==> config.mk <==
export PLATFORM = sky130hd
export DESIGN_NAME = pbw_wait_logic
export DESIGN_NICKNAME = d
export VERILOG_FILES = /design/src/hw/pbw_pkg.sv /design/src/hw/pbw_sync.sv /design/src/hw/pbw_wait_logic.sv
export SDC_FILE = /design/constraint.sdc
export NUM_CORES = 1
export LEC_CHECK = 0
export ABC_AREA = 1
export BUFFER_PORTS_ARGS = -buffer_cell sky130_fd_sc_hd__buf_2
export CORE_UTILIZATION = 55
export DETAILED_ROUTE_END_ITERATION = 16
export PLACE_DENSITY = 0.85
export SLEW_MARGIN = 20
export SYNTH_ARGS = -nofsm -noshare
export SYNTH_HDL_FRONTEND = slang
export SYNTH_SLANG_ARGS = --single-unit
==> constraint.sdc <==
create_clock -name clock_in -period 2.9 [get_ports clock_in]
set_input_delay 0.58 -clock clock_in [delete_from_list [all_inputs] [get_ports clock_in]]
set_output_delay 0.58 -clock clock_in [all_outputs]
set_load 0.02 [all_outputs]
==> src/hw/pbw_pkg.sv <==
// Constants and types for the peripheral bus wait logic.
// Assumes one CPU clock domain; the peripheral side is asynchronous.
package pbw_pkg;
    // Register selector codes on the access port
    localparam logic [3:0] PBW_SEL_NONE = 4'h0;
    localparam logic [3:0] PBW_SEL_UART_RX_ERROR_STATUS = 4'h1;
    localparam logic [3:0] PBW_SEL_I2C_BUS_STATUS = 4'h2;
    localparam logic [3:0] PBW_SEL_ADC_MODE_CTRL = 4'h3;
    localparam logic [3:0] PBW_SEL_ADC_CHANNEL_SELECT = 4'h4;
    localparam logic [3:0] PBW_SEL_ADC_PORT_CONFIG_LOW = 4'h5;
    localparam logic [3:0] PBW_SEL_ADC_PORT_CONFIG_HIGH = 4'h6;
    localparam logic [3:0] PBW_SEL_ADC_RESULT_FULL = 4'h7;
    localparam logic [3:0] PBW_SEL_ADC_RESULT_UPPER = 4'h8;
    // Fixed wait for status reads, in CPU clocks
    localparam logic [7:0] PBW_FIXED_WAIT = 8'h01;
    // Formula constants: wait = 2 * fcpu / fad + 1
    localparam int PBW_WAIT_MULT = 2;
    localparam logic [7:0] PBW_WAIT_ADD = 8'h01;
    // Width of the frequency inputs
    localparam int PBW_FREQ_W = 16;
    typedef enum logic [1:0]
    {
        PBW_IDLE = 2'b00,
        PBW_CALC = 2'b01,
        PBW_WAIT = 2'b10,
        PBW_SYNC = 2'b11
    } pbw_state_type;
endpackage : pbw_pkg

==> src/hw/pbw_sync.sv <==
// Two-flop synchroniser for a single level.
// Assumes the input comes from an unrelated clock domain.
`timescale 1ns/100ps
`default_nettype none
module pbw_sync
(
    input wire logic clock_in,
    input wire logic reset_in,
    input wire logic async_in,
    output logic sync_out
);
    logic stage_one;

    // First stage feeds only the second stage
    always_ff @(posedge clock_in or posedge reset_in)
    begin
        if (reset_in)
        begin
            stage_one <= 1'b0;
            sync_out <= 1'b0;
        end
        else
        begin
            stage_one <= async_in;
            sync_out <= stage_one;
        end
    end
endmodule : pbw_sync
`default_nettype wire

==> src/hw/pbw_wait_logic.sv <==
// Wait-request logic between the CPU bus and the asynchronous peripheral bus.
// Assumes the CPU presents one access at a time and holds it while wait_out is high,
// and that the peripheral side toggles periph_done_toggle_in once per finished transfer.
`timescale 1ns/100ps
`default_nettype none
module pbw_wait_logic
    import pbw_pkg::*;
#(
    parameter int FREQ_W = PBW_FREQ_W
)
(
    input wire logic clock_in,
    input wire logic reset_in,
    input wire logic access_valid_in,
    input wire logic access_write_in,
    input wire logic [3:0] access_sel_in,
    input wire logic [FREQ_W-1:0] cpu_freq_in,
    input wire logic [FREQ_W-1:0] adc_freq_in,
    input wire logic periph_done_toggle_in,
    output logic wait_out,
    output logic periph_req_toggle_out,
    output logic [7:0] wait_count_out
);
    // Stall state and wait bookkeeping
    pbw_state_type state;
    pbw_state_type next_state;
    logic [7:0] count;
    logic [7:0] next_count;
    logic [7:0] target;
    logic done_sync;
    logic done_seen;
    logic [FREQ_W+1:0] quotient;
    logic [FREQ_W+1:0] remainder_x2;

    // One hit line per waiting register; the direction is looked at below,
    // since the same register may stall on a read and pass on a write
    wire hit_uart_rx_error_status = access_sel_in == PBW_SEL_UART_RX_ERROR_STATUS;
    wire hit_i2c_bus_status = access_sel_in == PBW_SEL_I2C_BUS_STATUS;
    wire hit_adc_mode_ctrl = access_sel_in == PBW_SEL_ADC_MODE_CTRL;
    wire hit_adc_channel_select = access_sel_in == PBW_SEL_ADC_CHANNEL_SELECT;
    wire hit_adc_port_config_low = access_sel_in == PBW_SEL_ADC_PORT_CONFIG_LOW;
    wire hit_adc_port_config_high = access_sel_in == PBW_SEL_ADC_PORT_CONFIG_HIGH;
    wire hit_adc_result_full = access_sel_in == PBW_SEL_ADC_RESULT_FULL;
    wire hit_adc_result_upper = access_sel_in == PBW_SEL_ADC_RESULT_UPPER;

    // Direction of the access now on the bus
    wire is_read = access_valid_in && !access_write_in;
    wire is_write = access_valid_in && access_write_in;

    // Status registers conflict only on a read; writing them never stalls
    wire is_status_hit = hit_uart_rx_error_status || hit_i2c_bus_status;
    wire is_status_read = is_read && is_status_hit;

    // A/D set-up registers conflict on a write, result registers on a read
    wire is_adc_setup_hit = hit_adc_mode_ctrl || hit_adc_channel_select ||
        hit_adc_port_config_low || hit_adc_port_config_high;
    wire is_adc_result_hit = hit_adc_result_full || hit_adc_result_upper;
    wire is_adc_write = is_write && is_adc_setup_hit;
    wire is_adc_read = is_read && is_adc_result_hit;
    wire is_adc_access = is_adc_write || is_adc_read;

    // Every other register, and the wrong direction, passes with no stall
    wire is_conflict = is_status_read || is_adc_access;

    // Wait = 2*fcpu/fad + 1, both in the same units; a zero A/D clock
    // would never finish, so it is treated as the smallest divisor.
    wire [FREQ_W+1:0] numer = (FREQ_W+2)'(PBW_WAIT_MULT) * {2'b00, cpu_freq_in};
    wire [FREQ_W+1:0] denom = (adc_freq_in == '0) ? (FREQ_W+2)'(1) : {2'b00, adc_freq_in};
    assign quotient = numer / denom;
    assign remainder_x2 = (numer % denom) << 1;
    // Fraction above one half rounds up, one half or less is dropped
    wire round_up = remainder_x2 > denom;
    // Faster CPU or slower A/D clock lengthens the wait through this ratio
    wire [FREQ_W+1:0] raw_wait = quotient + (FREQ_W+2)'(round_up)
        + (FREQ_W+2)'(PBW_WAIT_ADD);
    // Saturate rather than wrap so an extreme ratio never shortens the stall
    wire [7:0] adc_wait = (raw_wait > (FREQ_W+2)'(8'hff)) ? 8'hff : raw_wait[7:0];
    wire [7:0] next_target = is_status_read ? PBW_FIXED_WAIT : adc_wait;

    // Completion of the peripheral transfer arrives on the peripheral clock
    pbw_sync u_done_sync
    (
        .clock_in(clock_in),
        .reset_in(reset_in),
        .async_in(periph_done_toggle_in),
        .sync_out(done_sync)
    );
    // A finished transfer stays pending until the release that it allows, so a
    // peripheral that answers while the count still runs is never lost; the
    // answer can only come after the request, so nothing is pending while idle
    wire done_event = done_sync != done_seen;
    // In WAIT the counter plus one gives the stalled clocks before the present one
    wire count_expired = (count + 8'h01) >= target;

    // Next state: count the wait in CPU clocks, then make sure the
    // peripheral side really finished before letting the CPU go
    always_comb
    begin
        next_state = state;
        case (state)
            PBW_IDLE:
            begin
                if (is_conflict)
                begin
                    next_state = PBW_CALC;
                end
            end
            PBW_CALC:
            begin
                next_state = PBW_WAIT;
            end
            PBW_WAIT:
            begin
                if (count_expired)
                begin
                    next_state = (done_event) ? PBW_IDLE : PBW_SYNC;
                end
            end
            PBW_SYNC:
            begin
                if (done_event)
                begin
                    next_state = PBW_IDLE;
                end
            end
            default:
            begin
                next_state = PBW_IDLE;
            end
        endcase
    end

    // Stall is combinational so the CPU holds off in the access cycle itself;
    // the access cycle counts as the first wait clock.
    assign wait_out = (state == PBW_IDLE) ? is_conflict : (next_state != PBW_IDLE);

    // Launch on the edge that ends the access cycle; release on the edge that
    // ends the first cycle in which the stall is already low, which is also
    // the edge at which the CPU takes its data
    wire is_stalled = state != PBW_IDLE;
    wire launch_now = !is_stalled && is_conflict;
    wire release_now = is_stalled && (next_state == PBW_IDLE);

    // Every stalled clock is counted, SYNC included, so the figure handed out is
    // the whole stall; saturating keeps a very long stall from reading as short
    wire count_full = count == 8'hff;
    wire [7:0] count_step = count_full ? count : count + 8'h01;
    assign next_count = launch_now ? 8'h00 :
        is_stalled ? count_step : count;

    // State register; all four codes are in use, so the default branch above
    // only matters for an unknown value in simulation
    always_ff @(posedge clock_in or posedge reset_in)
    begin
        if (reset_in)
        begin
            state <= PBW_IDLE;
        end
        else
        begin
            state <= next_state;
        end
    end

    // Wait counter in CPU clocks; it holds its last value while idle, which
    // costs nothing since every launch clears it
    always_ff @(posedge clock_in or posedge reset_in)
    begin
        if (reset_in)
        begin
            count <= 8'h00;
        end
        else
        begin
            count <= next_count;
        end
    end

    // Target and peripheral request are taken once, as the access is accepted;
    // a second access seen during a stall is ignored, since the CPU is held and
    // cannot have issued it
    always_ff @(posedge clock_in or posedge reset_in)
    begin
        if (reset_in)
        begin
            target <= 8'h00;
            periph_req_toggle_out <= 1'b0;
        end
        else if (launch_now)
        begin
            target <= next_target;
            periph_req_toggle_out <= !periph_req_toggle_out;
        end
    end

    // The completion is consumed only by the release that it allows, so each
    // request pairs with exactly one answer even when the answer comes early
    always_ff @(posedge clock_in or posedge reset_in)
    begin
        if (reset_in)
        begin
            done_seen <= 1'b0;
        end
        else if (release_now)
        begin
            done_seen <= done_sync;
        end
    end

    // Length of the last stall, held until the next release; in the release
    // cycle next_count already equals the number of clocks that were stalled
    always_ff @(posedge clock_in or posedge reset_in)
    begin
        if (reset_in)
        begin
            wait_count_out <= 8'h00;
        end
        else if (release_now)
        begin
            wait_count_out <= next_count;
        end
    end
endmodule : pbw_wait_logic
`default_nettype wire

==> flow_summary.toml, run 1 <==
[run_status]
outcome = "aborted with a tool error"
failing_step = "clock tree synthesis (4_1_cts)"
error_line = "[ERROR DPL-0038] Utilization greater than 100%, impossible to legalize"

[synth]
synth_cells = 1831
async_flop_share = 1.00
ys.flop_type = "dfrtp_1"
synthesis.nets = 2066
ys_ff_latch = 30
syn-cell-area_mm2 = 0.0112
avgSynthCellArea_um2 = 6.10
ys_warn_count = 0
ys_types = 68
ys_seq_area_frac = 0.0672
synth-edff-count = 0

[clock_tree]
cts_resized = 330
clk_path_buf_depth = 2
numCtsBuffers = 5
post_cts_buffers = 241
h-tree-depth = 2
hold_buffers = 0
ctsRootBufferMaster = "clkbuf_16"
clock_sinks = 30

[placement]
gp_congestion = 0.972
place_hpwl_um = 41200
portBuffers = 50

[floorplan]
pin_count = 51
fp-row-count = 51
die_h_um = 145
fp.dieW_um = 145
initial_core_util = 0.567
-- cells by family after synthesis --
family	synth area share
simple gates	0.349
compound gates	0.177
buf+inv	0.106
fa+ha+maj	0.218
xor+xnor	0.0807
flops	0.0672
mux	0.00269
other cells	0.000336
-- cells in the mapped netlist (all sizes together) (8+ instances only) --
| master | instances | area [um^2] |
|---|---|---|
| a21oi | 123 | 627 |
| and2 | 8 | 50.1 |
| buf | 18 | 96.4 |
| clkbuf | 23 | 86.3 |
| dfrtp | 30 | 751 |
| ha | 193 | 2410 |
| inv | 264 | 993 |
| nand2 | 483 | 1850 |
| nand3 | 151 | 848 |
| nand4 | 33 | 228 |
| nor2 | 102 | 437 |
| nor3 | 31 | 171 |
| nor4 | 12 | 75.1 |
| o21ai | 140 | 749 |
| o21bai | 13 | 105 |
| or2 | 24 | 150 |
| xnor2 | 41 | 359 |
| xor2 | 62 | 543 |
-- metrics by stage --
stage | instances | util | TNS, ps | setup WS [ps] | area, um^2
2_1_floorplan | 1831 | - | -204350 | -25540 | 11900
3_5_place_dp | 2701 | 0.847 | -234080 | -29260 | 16700
3_3_place_gp | 2701 | 0.847 | -206630 | -25830 | 16700
==> run 2, diff against run 1 <==
--- a/config.mk
+++ b/config.mk
@@ -7,9 +7,9 @@
 export LEC_CHECK = 0
 export ABC_AREA = 1
 export BUFFER_PORTS_ARGS = -buffer_cell sky130_fd_sc_hd__buf_2
-export CORE_UTILIZATION = 55
+export CORE_UTILIZATION = 40
 export DETAILED_ROUTE_END_ITERATION = 16
-export PLACE_DENSITY = 0.85
+export PLACE_DENSITY_LB_ADDON = 0.15
 export SLEW_MARGIN = 20
 export SYNTH_ARGS = -nofsm -noshare
 export SYNTH_HDL_FRONTEND = slang
==> constraint.sdc (replaced) <==
create_clock -name clock_in -period 3.8 [get_ports clock_in]
set_input_delay 0.76 -clock clock_in [delete_from_list [all_inputs] [get_ports clock_in]]
set_output_delay 0.76 -clock clock_in [all_outputs]
set_load 0.02 [all_outputs]
==> flow_summary.toml, run 2 <==
[timing]
final-max-slew-violation-count = 0
max_slew.worst_pin.slew_ps = 617
hold_viol = 0
finalClockSkew_ps = 2.58
rsz0062_at_grt = "yes"
tns_ps = -206030
fin_ws_ps = -25780
slew_headroom = 0.588
setup_viol = 8
max_freq_mhz = 33.8
period_needed_ps = 29580
period_share = 7.79

[worst_setup_path]
required_ps = 3960
crit_arrival_ps = 29750
cpMostUsedCell = "nand2_1"
critPathTopFamily = "simple AND/OR/NAND/NOR gates"
worst_path_largest_cell_delay_ps = 360
crit_slowest_cell = "ha_1"
crit_fanout = 9
crit_path_end_kind = "flop"
cp_num_buf_inv = 49
critPathLaunchType = "input pin"
critical_path_class = "in -> reg"
r2r-start = "count[1]"
crit_start = "adc_freq_in[14]"

[power]
power_density_mw_per_mm2 = 558
seqPwrFrac = 0.048
irDropWorstVdd_uv = 533
clkPwrFrac = 0.032
p_int_w = 0.00610
power_switching_w = 0.00546
p_sw_frac = 0.472
p_comb_frac = 0.920
total_leakage_power_nw = 10.8

[placement]
dp_cells = 2840
gp_congestion = 0.911
portBuffers = 50
preCtsSetupSlack_ps = -26540
place_hpwl_um = 31900

[global_routing]
grt_usage = 0.292
grt_max_degree = 31
grt_pass1_vias = 15200
antenna_found_initial = 0
grt_pass1_wl_um = 68900
globalRouteOverflowTotal = 0

[clock_tree]
clock_sinks = 30
ctsRootBufferMaster = "clkbuf_16"
path_clk_slew_ps = 50
cts_tree = "yes"
insertion_delay_ps = 270
hold_buffers = 0
h-tree-depth = 2
clk_path_buf_depth = 2
numCtsBuffers = 5

[drt]
drt-pass1-iter-count = 5
viasPerCell = 5.23
wl_per_cell_um = 15.8
vias = 15900
drtIter0Drc = 965
drc_errors = 0
postRouteAntennaNets = 0
wirelength_um = 48000

[cells_and_area]
layout_common_cells = "792 x buf_4, 359 x nand2_1, 209 x inv_1, 128 x ha_1, 108 x nand3_1"
regArea_um2 = 751
final_cells = 3036
largestRegisters = "count (8), target (8), wait_count_out (8)"
diodes = 0
multi_input_area_mm2 = 0.0117
fillers = 1878
final_common_cell = "buf_4"
nets = 2899
drive_gt1_frac = 0.514
synthToLayoutAreaGrowth_pct = 85.3

[floorplan]
die_h_um = 169
dieArea_mm2 = 0.0286
core_area_mm2 = 0.0272
pin_count = 51
initial_core_util = 0.411
fp-row-count = 60
fp.dieW_um = 169

[worst_hold_path]
hold_path.class = "reg -> reg"
worstHoldStart = "u_done_sync.stage_one"

[synth]
synthTopCellsByCount = "471 x nand2_1, 256 x inv_1, 193 x ha_1, 134 x nand3_1, 120 x a21oi_1"
ys_seq_area_frac = 0.0672
netlist.area_leader.share = 0.216
avgSynthCellArea_um2 = 6.10
async_flop_share = 1.00
ys.flop_type = "dfrtp_1"
synthesis.nets = 2066
ys_ff_latch = 30
ys_types = 68
ys_warn_count = 0
synth.area.top_cells = "ha_1 22%, nand2_1 16%, inv_1 8.6%"
yosys.area.top_type = "ha_1"
synth-edff-count = 0
syn-cell-area_mm2 = 0.0112
synthMostInstantiatedCell = "nand2_1"
synth_cells = 1831

[run]
drv_cap = 0

[run_status]
outcome = "finished with violations"
violations = "negative setup slack"
run 2: worst paths after layout:
kind | slack [ps] | cells after the start | endpoint
worst max register to register | 1070 | 15 | wait_count_out[1]
worst min-delay path | 360 | 0 | u_done_sync.sync_out
worst min register to register | 360 | 0 | u_done_sync.sync_out
max in group asynchronous | 2840 | 2 | wait_count_out[2]
min in group asynchronous | 560 | 2 | u_done_sync.stage_one
worst max-delay path | -25780 | 222 | target[5]
run 2: area by class of cell:
type	count	share of cell area
clock inverter	2	0.000484
clock buffer	5	0.00604
timing repair inverter	2	0.000604
timing repair buffer	864	0.316
tap	372	0.0225
sequential	30	0.0363
inverter	266	0.0517
multi-input combinational	1495	0.567
run 2: logic make-up after synthesis:
| kind of cell | Yosys count | share of synthesized area |
|---|---|---|
| AO/OA/AOI/OAI | 338 | 0.177 |
| flip-flops | 30 | 0.0672 |
| buffers and inverters | 307 | 0.106 |
| XOR/XNOR | 103 | 0.0807 |
| AND/OR/NAND/NOR | 855 | 0.349 |
| other | 1 | 0.000336 |
| multiplexers | 3 | 0.00269 |
| adder cells (fa/ha/maj) | 194 | 0.218 |
run 2: what timing repair did:
item,CTS,global route
pin swaps,117,168
hold endpoints to repair,0,0
cloned,3,1
buffers inserted,120,70
setup endpoints to repair,9,9
resized for setup,160,308
run 2: power groups by stage:
| stage | Combinational [W] | Sequential [W] | Clock (W) |
|---|---|---|---|
| CTS | 0.00929 | 0.000558 | 0.000370 |
| detailed placement | 0.00855 | 0.000559 | 0 |
| global route | 0.0116 | 0.000572 | 0.000390 |
| finish | 0.0106 | 0.000556 | 0.000367 |
| floorplan | 0.00511 | 0.000603 | 0 |
| global placement | 0.00828 | 0.000555 | 0 |
run 2: per-stage QoR:
step | cell area [um^2] | power [W] | utilization | hold WS [ps]
floorplan | 11900 | 0.00572 | - | 331
global placement | 17000 | 0.00884 | 0.627 | 349
detailed placement | 17000 | 0.00911 | 0.627 | 336
CTS | 18800 | 0.0102 | 0.693 | 357
global route | 20700 | 0.0126 | 0.762 | 361
finish | 20700 | 0.0116 | 0.762 | 359
run 2: metal layers:
layer | wire length [um] | global-route usage
met4 | 2110 | 0.125
met1 | 19400 | 0.346
met5 | 0 | 0
met2 | 24200 | 0.532
met3 | 2270 | 0.0271
Note: power is estimated with default switching activity, not from simulation.
